$ cat src/design/asc_defines.vh
// Purpose: constants for the converter sequencer control block
// Assumes: 32-bit apb, word per register, byte address = 4 * index
// Notes: register indices follow the printed word offsets
`ifndef ASC_DEFINES_VH
`define ASC_DEFINES_VH
`define ASC_IDX_CTRL1 8'h00
`define ASC_IDX_CTRL2 8'h01
`define ASC_IDX_MAXCONV 8'h02
`define ASC_IDX_CHSEL0 8'h03
`define ASC_IDX_STATUS 8'h07
`define ASC_IDX_RES_LEFT 8'h08
`define ASC_IDX_CTRL3 8'h18
`define ASC_IDX_ST 8'h19
`define ASC_IDX_REFSEL 8'h1C
`define ASC_IDX_RES_RIGHT 8'h40
`define ASC_CTRL1_RST 16'h0000
`define ASC_CTRL2_RST 16'h0000
`define ASC_CTRL3_RST 16'h0000
`define ASC_MAXCONV_RST 16'h0000
`define ASC_REFSEL_RST 16'h0000
`define ASC_CHSEL_RST 16'h0000
`define ASC_REFSEL_LO 14
`define ASC_REFSEL_HI 15
`define ASC_C1_STARTSTOP 6
`define ASC_C1_CASCADE 4
`define ASC_C1_ACQ_LO 8
`define ASC_C1_ACQ_HI 11
`define ASC_C2_SOFT_A 13
`define ASC_C2_PWM_A 8
`define ASC_C2_INT2_A 15
`define ASC_C2_EVERY2_A 10
`define ASC_C2_SOFT_B 5
`define ASC_C2_PWM_B 0
`define ASC_C2_EVERY2_B 2
`define ASC_C2_RST_A 14
`define ASC_C2_RST_B 6
`define ASC_C3_CLKDIV_LO 1
`define ASC_C3_CLKDIV_HI 4
`define ASC_CONV_NS 160
`define ASC_CLK_NS 20
`define ASC_CONV_CYC ((`ASC_CONV_NS + `ASC_CLK_NS - 1) / `ASC_CLK_NS)
`define ASC_FULL_SCALE 12'hFFF
`endif

$ cat src/design/asc_result_mem.v
// Purpose: sixteen result words, one write port, registered read
// Assumes: single clock, write and read may share a cycle
// Notes: read data is the stored word from the previous edge
module asc_result_mem (
    input wire pclk,
    input wire we,
    input wire [3:0] waddr,
    input wire [11:0] wdata,
    input wire [3:0] raddr,
    output reg [11:0] rdata
);
    reg [11:0] mem [0:15];
    always @(posedge pclk) begin
        if (we) begin
            mem[waddr] <= wdata;
        end
        rdata <= mem[raddr];
    end
endmodule

$ cat src/design/asc_seq_ctrl.v
// Purpose: autosequencer, triggers, pacing and apb registers of the
//   12-bit sixteen input converter control
// Assumes: converter core outside takes a channel and returns a code
// Notes: result memory is a separate module
// Summary of operation
// - codes clamp at 0 and 4095; truncated linear code from converter
// - cascaded: each step selects any one of the sixteen input channels
// - up to sixteen conversions follow one start trigger
// - two independent 8-state sequencers or one cascaded 16-state one
// - both sequencers share one converter; requests are serialised
// - dual mode: each sequencer uses only its own eight inputs
// - each result goes to the result word of its step
// - the same channel may be chosen in several steps
// - start by software, pwm trigger or external interrupt two
// - interrupt every end of sequence or every second one
// - start/stop mode halts after each conversion and resumes on next trigger
// - in dual mode trigger a and b start their sequencers apart
// - acquisition window is counted in clock divide ticks, no prescale of its own
// - one conversion lasts 160 ns at a 50 MHz converter clock
// - registers and sequencer on system clock, acquisition on peripheral clock enable
// - in reset gate is low, registers reset, analog off
// - after reset registers frozen until clock gate set high
// - halt powers analog down and keeps registers
// - reference select bits 15:14 choose the external reference
// - results readable left-justified and right-justified
//
// Register access over APB and the address map were left to the implementer.
`include "asc_defines.vh"
module asc_seq_ctrl (
    input wire pclk,
    input wire presetn,
    input wire psel,
    input wire penable,
    input wire pwrite,
    input wire [11:0] paddr,
    input wire [31:0] pwdata,
    output wire [31:0] prdata,
    output wire pready,
    output wire pslverr,
    input wire converter_clock_gate,
    input wire halt,
    input wire enhanced_pulse_width_modules_a,
    input wire enhanced_pulse_width_modules_b,
    input wire external_interrupt_two,
    output reg [3:0] conv_channel,
    output reg conv_start,
    output reg conv_sample,
    input wire conv_done,
    input wire [12:0] conv_code,
    output wire analog_powered,
    output wire [1:0] external_reference_input,
    output reg seq_a_irq,
    output reg seq_b_irq
);
    localparam S_IDLE = 2'b00;
    localparam S_ACQ = 2'b01;
    localparam S_CONV = 2'b10;
    localparam S_STORE = 2'b11;
    reg [15:0] ctrl1_r, ctrl2_r, ctrl3_r, maxconv_r, refsel_r;
    reg [15:0] chsel_r [0:3];
    reg [1:0] state_r;
    reg [3:0] ptr_a_r, ptr_b_r, step_r;
    reg busy_a_r, busy_b_r, pend_a_r, pend_b_r, cur_b_r;
    reg eos_cnt_a_r, eos_cnt_b_r;
    reg [7:0] acq_cnt_r;
    reg [7:0] conv_cnt_r;
    reg [3:0] div_cnt_r;
    reg [1:0] pwm_a_s, pwm_b_s, int2_s;
    reg pwm_a_d, pwm_b_d, int2_d;
    reg [11:0] code_r;
    reg rd_pending_r;
    reg [31:0] rdata_r;
    wire [11:0] mem_rdata;
    wire reg_clk_en;
    wire tick;
    wire cascade;
    wire startstop;
    wire wr_acc;
    wire [7:0] widx;
    wire trig_a, trig_b;
    wire last_a, last_b;
    wire [3:0] maxa, maxb;
    wire [15:0] cur_sel;
    wire [3:0] cur_nib;
    wire result_rd;
    wire res_right;
    wire [3:0] res_idx;
    integer i;

    // register clock gated off until gate high; reset still applies
    assign reg_clk_en = converter_clock_gate & ~halt;
    assign analog_powered = converter_clock_gate & ~halt;
    assign external_reference_input =
        refsel_r[`ASC_REFSEL_HI:`ASC_REFSEL_LO];
    assign cascade = ctrl1_r[`ASC_C1_CASCADE];
    assign startstop = ctrl1_r[`ASC_C1_STARTSTOP];
    assign widx = paddr[9:2];
    assign wr_acc = psel & penable & pwrite & reg_clk_en;
    assign res_right = widx[7:4] == 4'h4;
    assign result_rd = (widx[7:4] == 4'h0 && widx[3]) ||
        (widx[7:4] == 4'h1 && ~widx[3]) || res_right;
    assign res_idx = res_right ? widx[3:0] : (widx[3:0] - 4'h8);

    // read of results waits one cycle for the registered memory
    assign pready = ~(psel & ~pwrite & result_rd & ~rd_pending_r);
    assign pslverr = 1'b0;
    assign prdata = rdata_r;

    // peripheral clock enable divided from the system clock
    always @(posedge pclk or negedge presetn) begin
        if (!presetn) begin
            div_cnt_r <= 4'h0;
        end else if (reg_clk_en) begin
            if (div_cnt_r >= ctrl3_r[`ASC_C3_CLKDIV_HI:`ASC_C3_CLKDIV_LO])
                div_cnt_r <= 4'h0;
            else
                div_cnt_r <= div_cnt_r + 4'h1;
        end
    end
    assign tick = reg_clk_en &&
        div_cnt_r >= ctrl3_r[`ASC_C3_CLKDIV_HI:`ASC_C3_CLKDIV_LO];

    // trigger pins synchronised and edge detected
    always @(posedge pclk or negedge presetn) begin
        if (!presetn) begin
            pwm_a_s <= 2'b00;
            pwm_b_s <= 2'b00;
            int2_s <= 2'b00;
            pwm_a_d <= 1'b0;
            pwm_b_d <= 1'b0;
            int2_d <= 1'b0;
        end else begin
            pwm_a_s <= {pwm_a_s[0], enhanced_pulse_width_modules_a};
            pwm_b_s <= {pwm_b_s[0], enhanced_pulse_width_modules_b};
            int2_s <= {int2_s[0], external_interrupt_two};
            pwm_a_d <= pwm_a_s[1];
            pwm_b_d <= pwm_b_s[1];
            int2_d <= int2_s[1];
        end
    end
    assign trig_a = (wr_acc && widx == `ASC_IDX_CTRL2 &&
            pwdata[`ASC_C2_SOFT_A]) ||
        (ctrl2_r[`ASC_C2_PWM_A] && pwm_a_s[1] && !pwm_a_d) ||
        (ctrl2_r[`ASC_C2_INT2_A] && int2_s[1] && !int2_d);
    assign trig_b = ~cascade && ((wr_acc && widx == `ASC_IDX_CTRL2 &&
            pwdata[`ASC_C2_SOFT_B]) ||
        (ctrl2_r[`ASC_C2_PWM_B] && pwm_b_s[1] && !pwm_b_d));

    // sequence lengths: cascaded up to 16, dual up to 8 each
    assign maxa = cascade ? maxconv_r[3:0] :
        {1'b0, maxconv_r[2:0]};
    assign maxb = {1'b0, maxconv_r[6:4]};
    assign last_a = ptr_a_r == maxa;
    assign last_b = ptr_b_r == maxb;

    // channel for the current step; any channel per step, repeats allowed
    assign cur_sel = chsel_r[step_r[3:2]];
    assign cur_nib = cur_sel[{step_r[1:0], 2'b00} +: 4];

    // register writes
    always @(posedge pclk or negedge presetn) begin
        if (!presetn) begin
            ctrl1_r <= `ASC_CTRL1_RST;
            ctrl2_r <= `ASC_CTRL2_RST;
            ctrl3_r <= `ASC_CTRL3_RST;
            maxconv_r <= `ASC_MAXCONV_RST;
            refsel_r <= `ASC_REFSEL_RST;
            for (i = 0; i < 4; i = i + 1)
                chsel_r[i] <= `ASC_CHSEL_RST;
        end else if (wr_acc) begin
            case (widx)
                `ASC_IDX_CTRL1: ctrl1_r <= pwdata[15:0];
                `ASC_IDX_CTRL2: ctrl2_r <= pwdata[15:0] &
                    ~(16'h0001 << `ASC_C2_SOFT_A) &
                    ~(16'h0001 << `ASC_C2_SOFT_B);
                `ASC_IDX_CTRL3: ctrl3_r <= pwdata[15:0];
                `ASC_IDX_MAXCONV: maxconv_r <= pwdata[15:0];
                `ASC_IDX_REFSEL: refsel_r <= pwdata[15:0];
                default: begin
                    if (widx >= `ASC_IDX_CHSEL0 && widx < `ASC_IDX_STATUS)
                        chsel_r[widx[1:0] - 2'b11] <= pwdata[15:0];
                end
            endcase
        end
    end

    // sequencer and shared converter arbiter
    always @(posedge pclk or negedge presetn) begin
        if (!presetn) begin
            state_r <= S_IDLE;
            ptr_a_r <= 4'h0;
            ptr_b_r <= 4'h0;
            step_r <= 4'h0;
            busy_a_r <= 1'b0;
            busy_b_r <= 1'b0;
            pend_a_r <= 1'b0;
            pend_b_r <= 1'b0;
            cur_b_r <= 1'b0;
            eos_cnt_a_r <= 1'b0;
            eos_cnt_b_r <= 1'b0;
            acq_cnt_r <= 8'h00;
            conv_cnt_r <= 8'h00;
            conv_channel <= 4'h0;
            conv_start <= 1'b0;
            conv_sample <= 1'b0;
            code_r <= 12'h000;
            seq_a_irq <= 1'b0;
            seq_b_irq <= 1'b0;
        end else if (reg_clk_en) begin
            conv_start <= 1'b0;
            seq_a_irq <= 1'b0;
            seq_b_irq <= 1'b0;
            // a trigger while running is remembered, set wins over clear
            if (trig_a)
                pend_a_r <= 1'b1;
            if (trig_b)
                pend_b_r <= 1'b1;
            if (wr_acc && widx == `ASC_IDX_CTRL2 &&
                    pwdata[`ASC_C2_RST_A])
                ptr_a_r <= 4'h0;
            if (wr_acc && widx == `ASC_IDX_CTRL2 &&
                    pwdata[`ASC_C2_RST_B])
                ptr_b_r <= 4'h0;
            case (state_r)
                S_IDLE: begin
                    // sequencer a served first, one converter only
                    if (pend_a_r || busy_a_r) begin
                        if (!trig_a)
                            pend_a_r <= 1'b0;
                        busy_a_r <= 1'b1;
                        cur_b_r <= 1'b0;
                        step_r <= ptr_a_r;
                        state_r <= S_ACQ;
                    end else if (pend_b_r || busy_b_r) begin
                        if (!trig_b)
                            pend_b_r <= 1'b0;
                        busy_b_r <= 1'b1;
                        cur_b_r <= 1'b1;
                        step_r <= {1'b1, ptr_b_r[2:0]};
                        state_r <= S_ACQ;
                    end
                    acq_cnt_r <= 8'h00;
                end
                S_ACQ: begin
                    // own eight inputs in dual mode, all sixteen cascaded
                    conv_channel <= cascade ? cur_nib :
                        {cur_b_r, cur_nib[2:0]};
                    conv_sample <= 1'b1;
                    if (tick) begin
                        if (acq_cnt_r > {4'h0,
                                ctrl1_r[`ASC_C1_ACQ_HI:`ASC_C1_ACQ_LO]}) begin
                            conv_sample <= 1'b0;
                            conv_start <= 1'b1;
                            conv_cnt_r <= 8'h00;
                            state_r <= S_CONV;
                        end else begin
                            acq_cnt_r <= acq_cnt_r + 8'h01;
                        end
                    end
                end
                S_CONV: begin
                    // least conversion time enforced before accepting a code
                    if (conv_cnt_r < `ASC_CONV_CYC)
                        conv_cnt_r <= conv_cnt_r + 8'h01;
                    else if (conv_done) begin
                        if (conv_code[12])
                            code_r <= 12'h000;
                        else
                            code_r <= conv_code[11:0];
                        state_r <= S_STORE;
                    end
                end
                S_STORE: begin
                    state_r <= S_IDLE;
                    if (!cur_b_r) begin
                        if (last_a) begin
                            busy_a_r <= 1'b0;
                            eos_cnt_a_r <= ~eos_cnt_a_r;
                            seq_a_irq <= !ctrl2_r[`ASC_C2_EVERY2_A] ||
                                eos_cnt_a_r;
                            if (!startstop)
                                ptr_a_r <= 4'h0;
                        end else begin
                            ptr_a_r <= ptr_a_r + 4'h1;
                            busy_a_r <= ~startstop;
                        end
                    end else begin
                        if (last_b) begin
                            busy_b_r <= 1'b0;
                            eos_cnt_b_r <= ~eos_cnt_b_r;
                            seq_b_irq <= !ctrl2_r[`ASC_C2_EVERY2_B] ||
                                eos_cnt_b_r;
                            if (!startstop)
                                ptr_b_r <= 4'h0;
                        end else begin
                            ptr_b_r <= ptr_b_r + 4'h1;
                            busy_b_r <= ~startstop;
                        end
                    end
                end
                default: state_r <= S_IDLE;
            endcase
        end
    end

    asc_result_mem u_mem (
        .pclk(pclk),
        .we(reg_clk_en && state_r == S_STORE),
        .waddr(step_r),
        .wdata(code_r),
        .raddr(res_idx),
        .rdata(mem_rdata)
    );

    // read data register; results both left- and right-justified
    always @(posedge pclk or negedge presetn) begin
        if (!presetn) begin
            rd_pending_r <= 1'b0;
            rdata_r <= 32'h00000000;
        end else begin
            rd_pending_r <= psel & penable & ~pwrite & result_rd &
                ~rd_pending_r;
            if (psel & penable & ~pwrite & result_rd & ~rd_pending_r) begin
                if (res_right)
                    rdata_r <= {20'h00000, mem_rdata};
                else
                    rdata_r <= {16'h0000, mem_rdata, 4'h0};
            end else if (psel & ~penable & ~pwrite) begin
                case (widx)
                    `ASC_IDX_CTRL1: rdata_r <= {16'h0000, ctrl1_r};
                    `ASC_IDX_CTRL2: rdata_r <= {16'h0000, ctrl2_r};
                    `ASC_IDX_CTRL3: rdata_r <= {16'h0000, ctrl3_r};
                    `ASC_IDX_MAXCONV: rdata_r <= {16'h0000, maxconv_r};
                    `ASC_IDX_REFSEL: rdata_r <= {16'h0000, refsel_r};
                    `ASC_IDX_STATUS: rdata_r <= {24'h000000,
                        ptr_b_r, ptr_a_r};
                    `ASC_IDX_ST: rdata_r <= {26'h0000000, eos_cnt_b_r,
                        eos_cnt_a_r, busy_b_r, busy_a_r,
                        state_r};
                    default: begin
                        if (widx >= `ASC_IDX_CHSEL0 &&
                                widx < `ASC_IDX_STATUS)
                            rdata_r <= {16'h0000,
                                chsel_r[widx[1:0] - 2'b11]};
                        else
                            rdata_r <= 32'h00000000;
                    end
                endcase
            end
        end
    end
endmodule

$ cat config.mk
export PLATFORM = sky130hd
export DESIGN_NAME = asc_seq_ctrl
export DESIGN_NICKNAME = d
export VERILOG_FILES = /design/src/design/asc_result_mem.v /design/src/design/asc_seq_ctrl.v
export VERILOG_INCLUDE_DIRS = /design/src /design/src/design
export SDC_FILE = /design/constraint.sdc
export NUM_CORES = 1
export LEC_CHECK = 0
export ABC_AREA = 1
export BUFFER_PORTS_ARGS = -buffer_cell sky130_fd_sc_hd__buf_2
export CORE_ASPECT_RATIO = 0.75
export CORE_UTILIZATION = 45
export CTS_CLUSTER_DIAMETER = 200
export DETAILED_ROUTE_END_ITERATION = 10
export PLACE_DENSITY_LB_ADDON = 0.25
export REMOVE_ABC_BUFFERS = 1
export SYNTH_ARGS = -nofsm -noshare
export SYNTH_HDL_FRONTEND = slang
export SYNTH_HIERARCHICAL = 1
export SYNTH_SLANG_ARGS = --single-unit
$ cat constraint.sdc
create_clock -name pclk -period 1.8 [get_ports pclk]
set_input_delay 0.45 -clock pclk [delete_from_list [all_inputs] [get_ports pclk]]
set_output_delay 0.45 -clock pclk [all_outputs]
set_load 0.005 [all_outputs]
==> Yosys cells after proc, flatten, opt, wreduce, memory -nomap -nowiden <==
Memories as Yosys holds them, arrays and structs flattened. A register that Yosys moved wholly into a read port is not among the register bits.
Index checks and enable logic that the tools add are counted.
{ "word_totals": {"register_bits": 245, "mem_bits_rw": 192, "in_bits": 68, "out_inout_bits": 45, "word_cells": 240, "memories": 1} }
{ "mem_list": {"columns": ["name", "depth", "word_bits", "rd", "rd_ports_with_merged_regs", "wr", "line", "rtl"], "rows": [
  ["u_mem.mem", 16, 12, 1, 1, 1, "asc_result_mem.v:12", "reg [11:0] mem [0:15];"]
]} }
{ "classes": {"n_addsub": 7, "magnitude_cmp": 8, "n_eq_ne": 25, "n_shift": 1, "n_mux": 77, "n_bitwise": 27, "n_reduce_logical": 57} }
{ "op_table": {"columns": ["cell", "n"], "rows": [
  ["$mux 16", 7],
  ["$pmux 16 s7", 1],
  ["$bmux 16 s2", 2],
  ["$bwmux 64", 1],
  ["$mux 32", 2],
  ["$mux 4", 16],
  ["$mux 8", 5],
  ["$demux 16 s2", 1],
  ["$pmux 8 s2", 2],
  ["$mux 1", 30],
  ["$eq 8x5->1 const B", 3],
  ["$ne 2x2->1 const B", 11],
  ["$reduce_and 4->1", 5],
  ["$logic_and 1x1->1", 18],
  ["$add 8x1->8 const B", 2],
  ["$shiftx 16x5->4", 1],
  ["$not 1->1", 13],
  ["$add 4x1->4 const B", 3],
  ["$and 1x1->1", 12],
  ["$mux 12", 1],
  ["$mux 2", 6],
  ["$reduce_and 2->1", 6],
  ["$reduce_and 5->1", 2],
  ["$reduce_bool 2->1", 5],
  ["other kinds (30)", 47]
]} }

==> Depth between registers and ports, before layout <==
Gate-level depths: netlist of run 1.
{ "depth": {"ltp_word": 12, "mapped_depth": 15, "ltp_nobuf": 12} }

==> Hierarchy <==
Netlist of run 1, hierarchy kept.
{ "modules_own_cells": {"columns": ["module", "n_inst", "cells_per_inst", "area_per_inst_um2", "seq_area_each_um2"], "rows": [
  ["asc_seq_ctrl", 1, 1673, 12453.2, 5730.5],
  ["asc_result_mem", 1, 813, 8562.0, 6005.8]
]} }

==> Worst setup path after synthesis of run 1 <==
Ideal clock, no wire load.
{ "synth_timing": {"kind": "input-to-reg", "from": "input port paddr[2]", "to": "register chsel_r[43] (netlist name)", "setup_time_ns": 0.117, "arrival_ns": 2.373, "required_ns": 1.683, "slack_ns": -0.690, "stages": 15, "n_path_buf": 4, "cell_sequence": "clkbuf_1 inv_1 clkbuf_1 ha_1 buf_2 nand2_2 inv_1 nand2_1 nand2_2 nor2_4 and2_4 nand3_4 buf_2 nand2_1 nand2_1"} }
{ "synth_between": {"elab_chain_cells": 7, "word_cells_on_any_way": 19, "cone_classes": "add/sub: 1; order compare: 4; eq/ne: 4; mux: 3; bitwise: 2; reduce/logical: 5"} }
{ "synth_lines": {"columns": ["element", "line", "rtl"], "rows": [
  ["from (decl)", "asc_seq_ctrl.v:35", "input wire [11:0] paddr,"],
  ["$sub 2x2->2", "asc_seq_ctrl.v:181", "chsel_r[widx[1:0] - 2'b11] <= pwdata[15:0];"],
  ["$not 2->3 (not written as such)", "asc_seq_ctrl.v:181", null],
  ["$ge 3x3->1 (not written as such) or $lt 3x1->1 (tied branches)", "asc_seq_ctrl.v:181", null],
  ["$logic_and 1x1->1 (not written as such)", "asc_seq_ctrl.v:181", null],
  ["$mux 16 (not written as such)", "asc_seq_ctrl.v:181", null],
  ["$demux 16 s2", "asc_seq_ctrl.v:181", null],
  ["$bwmux 64", "asc_seq_ctrl.v:181", null],
  ["to (signal, indexed assignment)", "asc_seq_ctrl.v:169", "chsel_r[i] <= `ASC_CHSEL_RST;"],
  ["to (signal, indexed assignment)", "asc_seq_ctrl.v:181", null],
  ["to (decl)", "asc_seq_ctrl.v:60", "reg [15:0] chsel_r [0:3];"]
]} }
Several ways; a longest one is shown, not always the timed one.
A chain may end at the register's enable or synchronous reset.

==> Worst setup path in the final report of run 1 <==
{ "layout_timing": {"from": "input port paddr[9]", "to": "output port pready"} }
{ "layout_between": {"elab_chain_cells": 7, "word_cells_on_any_way": 10, "cone_classes": "eq/ne: 2; bitwise: 3; reduce/logical: 5"} }
{ "layout_lines": {"columns": ["element", "line", "rtl"], "rows": [
  ["$eq 4x1->1 or $logic_not 4->1 (tied branches)", "asc_seq_ctrl.v:101, asc_seq_ctrl.v:100", null],
  ["$logic_and 1x1->1 (on tied branches)", "asc_seq_ctrl.v:101, asc_seq_ctrl.v:100", null],
  ["$logic_or 1x1->1", "asc_seq_ctrl.v:100", "assign result_rd = (widx[7:4] == 4'h0 && widx[3]) ||"],
  ["$logic_or 1x1->1 (*)", "asc_seq_ctrl.v:101", "(widx[7:4] == 4'h1 && ~widx[3]) || res_right;"],
  ["$and 1x1->1 (*) (2 in series)", "asc_seq_ctrl.v:105", "assign pready = ~(psel & ~pwrite & result_rd & ~rd_pending_r);"],
  ["$not 1->1 (*)", "asc_seq_ctrl.v:105", null],
  ["to (decl)", "asc_seq_ctrl.v:38", "output wire pready,"]
]} }
Mark *: on every way between the ends. The rest lies on a longest branch, timed or not.

==> results of run 1 <==
## what timing repair did
action	4_1_cts	5_1_grt
hold buffers	4	0
setup endpoints to repair	15	68
setup buffers	1	6
pin swaps	1	17
gates resized for setup	9	35
endpoints found under the hold margin	32	0
## worst paths after layout
check,end,slack [ns],start,depth (start not counted)
setup / recovery,pready,0.02,paddr[9],8
hold reg to reg,pwm_b_s[1]$_DFF_PN0_,0.35,pwm_b_s[0]$_DFF_PN0_,0
min in group asynchronous,acq_cnt_r[5]$_DFFE_PN0P_,0.34,presetn,2
hold / removal,code_r[7]$_DFFE_PN0P_,0.13,conv_code[7],3
max in group asynchronous,code_r[6]$_DFFE_PN0P_,0.84,presetn,3
setup reg to reg,conv_cnt_r[3]$_DFFE_PN0P_,0.04,ctrl3_r[1]$_DFFE_PN0P_,10
## worst max-delay path, cell delays in order
cell and delay [ns]:
buf_2 0.14, inv_1 0.09, nand2_1 0.07, nor2_2 0.17, nand2_2 0.09, nand3_4 0.10
nand2_4 0.08, buf_2 0.13
## cell usage in the layout, fill, tap and decap left out, drive strengths merged, types with 58 or more instances in the layout
cell,synthesis,final
nand2,871,871
buf,93,249
nand4,86,86
nor2,145,145
o21ai,131,131
inv,270,272
clkbuf,50,58
edfxtp,192,192
nand3,297,297
dfrtp,229,229
## registers in the layout, summed over array words and instances (netlist names), 2 cells and up
name	count
acq_cnt_r	8
chsel_r	64
code_r	12
conv_channel	4
conv_cnt_r	8
ctrl1_r	16
ctrl2_r	14
ctrl3_r	16
div_cnt_r	4
int2_s	2
maxconv_r	16
prdata	16
ptr_a_r	4
ptr_b_r	4
pwm_a_s	2
pwm_b_s	2
refsel_r	16
state_r	2
step_r	4
u_mem/mem	192
u_mem/rdata	12
## power breakdown
group	switching, mW	internal [mW]
clock	4.06	5.61
combinational	2.78	1.57
sequential	0.310	10.6
## metal layers
metal	up-vias	routed length, µm
met1	8338	29130
met3	75	5718
met2	711	26030
met4	0	1019
li1	8370	-
met5	-	0
## kinds of logic after synthesis
| logic type | after synthesis | synth area share |
|---|---|---|
| fa+ha+maj | 21 | 0.01250 |
| other cells | 1 | 0.0001784 |
| buf+inv | 415 | 0.08621 |
| compound gates | 186 | 0.04698 |
| xor+xnor | 18 | 0.007502 |
| flops | 433 | 0.5585 |
| simple gates | 1412 | 0.2882 |
## metrics by stage
step	setup slack [ns]	power (mW)	instance area [µm²]
after global routing	-0.05652	25.89	25020
after CTS	0.004833	24.78	24820
after floorplan	-1.449	12.94	20290
after detailed placement	-0.5927	15.01	23210
after global placement	-0.6085	14.95	23210
final	0.02082	24.95	25030
## area by class of cell
type / count / area share
sequential: 433 / 0.4690
multi-input combinational: 1654 / 0.3083
timing repair buffer: 253 / 0.08909
clock buffer: 58 / 0.05099
inverter: 272 / 0.04090
tap: 630 / 0.03150
clock inverter: 24 / 0.01020
antenna: 1 / 0.00009999
==> key figures, run 1 <==
Timing
  • Period utilisation layout: 0.9884
  • Clk_skew: 0.02723 ns
  • Tmin final: 1.779 ns
  • Finish-stage setup viols: 0
  • Setup_tns: 0 ns
  • Tightest Pin Transition: around 0.69 ns
  • Slew headroom: 0.5415
  • Final Slew Violations: 0
  • Hold Fails Final Rpt: 0
  • RSZ-0062 raised after global routing: yes
  • Fmax: roughly 560 MHz
  • Hold Worst Slack: 0.1262 ns

Final layout
  • Final cell count without fillers: 3,325
  • Fill cell count: 4,103
  • Layout area overhead: 19.09%
  • Reg area: 0.01174 mm²
  • Layout cells sized above 1: 0.1448
  • Nets: 2,748
  • Area of the multi-input gates: 0.007715 mm²
  • Util after Layout: 0.5437

Route
  • Post-Route WL: 61,900 µm
  • Drt drc: 0
  • Antenna-violating nets left: 0
  • Vias: roughly 17,000
  • TritonRoute pass-1 iters: 6
  • Vias per cell: 5.261
  • Routed len/inst: approximately 19 µm
  • First DRT Iteration DRCs: 1,853

Synthesis
  • Main area contributors after synthesis: edfxtp_1, dfrtp_1, nand2_1
  • Post-synth ARST share: 0.5289
  • Ys flop type: dfrtp_1
  • Largest area contributor in the synthesized netlist: edfxtp_1
  • #FFs+latches synth: 433
  • Most common library cells after synthesis: nand2_1, nand3_1, inv_1
  • Yosys top cell area share: 0.2744
  • Number of enable flip-flop cells after synthesis: approximately 190
  • Cells after Synth: 2,486
  • Syn Area/Cell: 8.453 µm²
  • Yosys warnings: 6
  • Seq/Total Area, Yosys: 0.5585
  • Synth Cell Area: 0.02102 mm²
  • Most frequent cell after synthesis: nand2_1
  • Unique masters post-synth: 46

Power
  • Pwr Density: 996.9 mW/mm²
  • Maximum vdd drop: 0.6363 mV
  • P_leak: 12.18 nW

Floorplanning
  • Die height: 189.2 µm
  • Ports: 113
  • Die X: 251.5 µm
  • Die area: ~0.048 mm²
  • Initial Utilization: 0.4566
  • Row cnt: 68
  • Core Area: 0.04603 mm²

Critical path
  • Required @ worst endpoint: 1.35 ns
  • Crit-path max FO: 3
  • Crit. End Element: output pin
  • CP Class: input port to output pin
  • CP arrival: approximately 1.3 ns
  • Crit path launch type: input port

Worst hold path
  • Hold Crit Class: input port to flop

Place
  • Post-DP HPWL: 42,610 µm
  • IO Port Bufs: 75
  • Number of instances in the placed design: 3,231
  • RePlAce Congestion: between 0.9 and 1

Global routing
  • Met1 Use GR: 0.4060
  • Met3 usage: 0.05155
  • Initial antenna violation count: 0
  • GRT Total Usage: 0.2636
  • Busiest layer in global routing: met1
  • Met2 usage: 0.3776
  • Vias in the first global route: 16,450
  • Largest net degree at the start of global routing: 50
  • Grt ovf: 0
  • First-pass GRT wire length: 96,350 µm

Clock network
  • Root Buffer: clkbuf_16
  • Clock-pin slew on the worst setup and hold paths: 0.06 ns
  • Clock Latency Late Sink: 0.59 ns
  • CTS buffer count: 45
  • Clk sink count: between 400 and 500
  • CTS max path bufs: 3
  • CTS tree: yes
  • CTS H-tree lvls: 2

Job
  • Max-Cap Viols: 0

Run status
  • Outcome: completed
(Power assumes the default switching activity.)
==> inputs of run 2 (changes only) <==
CELL_PAD_IN_SITES_DETAIL_PLACEMENT = 1   (was default)
CELL_PAD_IN_SITES_GLOBAL_PLACEMENT = 1   (was default)
CORE_UTILIZATION = 42   (was 45)
==> key figures, run 2 (synthesis gave the netlist of run 1 again) <==
Place
  • Number of instances in the placed design: 3,276
  • DP Area: roughly 0.023 mm²
  • IO Port Bufs: 75
  • Post-DP HPWL: 50,900 µm
  • RePlAce Congestion: 0.8916

Clock network
  • Clock-pin slew on the worst setup and hold paths: 0.06 ns
  • Root Buffer: clkbuf_16
  • CTS max path bufs: 3
  • Clk sink count: 433
  • Clock Latency Late Sink: 0.60 ns
  • CTS tree: yes
  • CTS H-tree lvls: 2
  • CTS buffer count: 46

Final layout
  • Area of the multi-input gates: 0.007836 mm²
  • Fill cell count: about 5,800
  • Commonest cells after routing, fill and taps aside: nand2_1, nand3_1, inv_1
  • Reg area: 0.01174 mm²
  • Commonest non-fill, non-tap cell in the layout: nand2_1
  • Util after Layout: 0.5210
  • Largest regs: u_mem/mem (192), chsel_r (64)
  • Layout area overhead: 21.59%
  • Max reg flops: 192
  • Nets: 2,788
  • Final cell count without fillers: 3,385
  • Fin area: 0.02555 mm²
  • Reg with most FFs: u_mem/mem
  • Layout cells sized above 1: 0.1660

Worst hold path
  • Hold Startpoint: conv_code[11]
  • Hold Crit Class: input port to flop
  • Worst hold path cell count: 3

Power
  • Pwr Density: just over 1000 mW/mm²
  • Maximum vdd drop: 0.6425 mV
  • Pwr Total: approximately 26 mW
  • P_leak: approximately 12 nW

Critical path
  • Crit-path max FO: 6
  • Crit path launch type: flop
  • Crit. Startpoint: state_r[0]$_DFFE_PN0P_
  • Reg2Reg Depth: 9
  • Crit. End Element: flop
  • Reg2reg start: state_r[0]$_DFFE_PN0P_
  • CP Class: flop to flop
  • Required @ worst endpoint: roughly 2.1 ns
  • CP arrival: 2.14 ns

Global routing
  • Largest net degree at the start of global routing: 44
  • Vias in the first global route: 19,070
  • GRT Total Usage: 0.2936
  • Initial antenna violation count: 2
  • First-pass GRT wire length: 113,100 µm
  • Grt ovf: 0

Floorplanning
  • Die height: 195.7 µm
  • Ports: 113
  • Initial Utilization: 0.4285
  • Die area: 0.05094 mm²
  • Core Area: 0.04905 mm²
  • Die X: 260.3 µm
  • Row cnt: 70

Timing
  • Tmin final: approximately 1.8 ns
  • Setup_tns: -0.1999 ns
  • Finish-stage setup viols: 12
  • Period utilisation layout: 1.014
  • Clk_skew: 0.02937 ns
  • RSZ-0062 raised after global routing: yes
  • Slew headroom: 0.5049
  • Hold Fails Final Rpt: 0
  • Final worst-path setup slack: -0.02447 ns
  • Fmax: around 550 MHz
  • Final Slew Violations: 0
  • Tightest Pin Transition: around 0.74 ns

Route
  • Post-Route WL: about 74,000 µm
  • Vias per cell: approximately 5.5
  • Antenna-violating nets left: 0
  • TritonRoute pass-1 iters: 6
  • First DRT Iteration DRCs: 1,566
  • Drt drc: 0
  • Vias: 18,460
  • Routed len/inst: 21.96 µm

Run status
  • Violated checks: negative setup slack
  • Outcome: finished, violations left

Job
  • Max-Cap Viols: 0
## run 2: changes by cell type in the layout (fill, tap and decap cells not counted), moves of 4 or more
cell / delta
clkinv_2: -6
buf_12: -6
nor2_1: -14
nand2_1: -4
clkbuf_1: +6
buf_4: +33
nand2_2: +5
nor2_2: +9
nor2_4: +5
inv_1: -5
buf_6: +8
## run 2: layout make-up
class,instances,area share
Tap cell,648,0.03173
Clock buffer,65,0.05180
Timing Repair Buffer,290,0.09832
Antenna cell,2,0.0001959
Clock inverter,19,0.01180
Multi-Input combinational cell,1656,0.3067
Sequential cell,433,0.4593
Inverter,272,0.04015
## run 2: power by group
| group | switching [mW] | internal, mW | total (mW) | leakage [nW] |
|---|---|---|---|---|
| logic | 3.03 | 1.73 | 4.76 | 7.01 |
| clock network | 4.18 | 6.15 | 10.3 | 0.797 |
| registers | 0.364 | 10.6 | 11.0 | 4.59 |
## run 2: path summary, 6_finish.rpt
check / end / slack, ns
setup / recovery: u_mem/mem[5][4]$_DFFE_PP_ / -0.02
hold / removal: code_r[11]$_DFFE_PN0P_ / 0.11
setup reg to reg: u_mem/mem[5][4]$_DFFE_PP_ / -0.02
hold reg to reg: pwm_b_s[1]$_DFF_PN0_ / 0.37
max in group asynchronous: ptr_b_r[0]$_DFFE_PN0N_ / 0.72
min in group asynchronous: ctrl3_r[15]$_DFFE_PN0P_ / 0.37
## run 2: routing by layer
layer	vias up	routed length, µm	GRT usage
met5	-	9	0
met4	2	1877	0.09010
met3	124	5783	0.06111
met2	625	33330	0.4485
met1	9256	33340	0.4188
li1	8451	-	-
## run 2: critical path, stage by stage, from the launching register on
cell	delay (ns)
dfrtp_1	0.35
ha_2	0.19
inv_2	0.05
nor2_4	0.14
buf_6	0.14
nand3b_1	0.13
buf_6	0.17
nor2_4	0.12
buf_12	0.12
buf_16	0.12
## run 2: metrics by stage
stage               setup WS, ns  hold slack [ns]
floorplan                 -1.449           0.1544
global placement         -0.4342           0.3456
detailed placement       -0.5211           0.3503
CTS                     -0.04471          0.08537
global route            -0.07943           0.1263
finish                  -0.02447           0.1130
## run 2: what timing repair did
item / CTS / global route
hold buffers: 4 / 0
setup endpoints to repair: 203 / 180
gates resized for setup: 39 / 54
pin swaps: 15 / 23
hold endpoints to repair: 39 / 0
gates cloned: 2 / 2
buffers inserted: 6 / 11
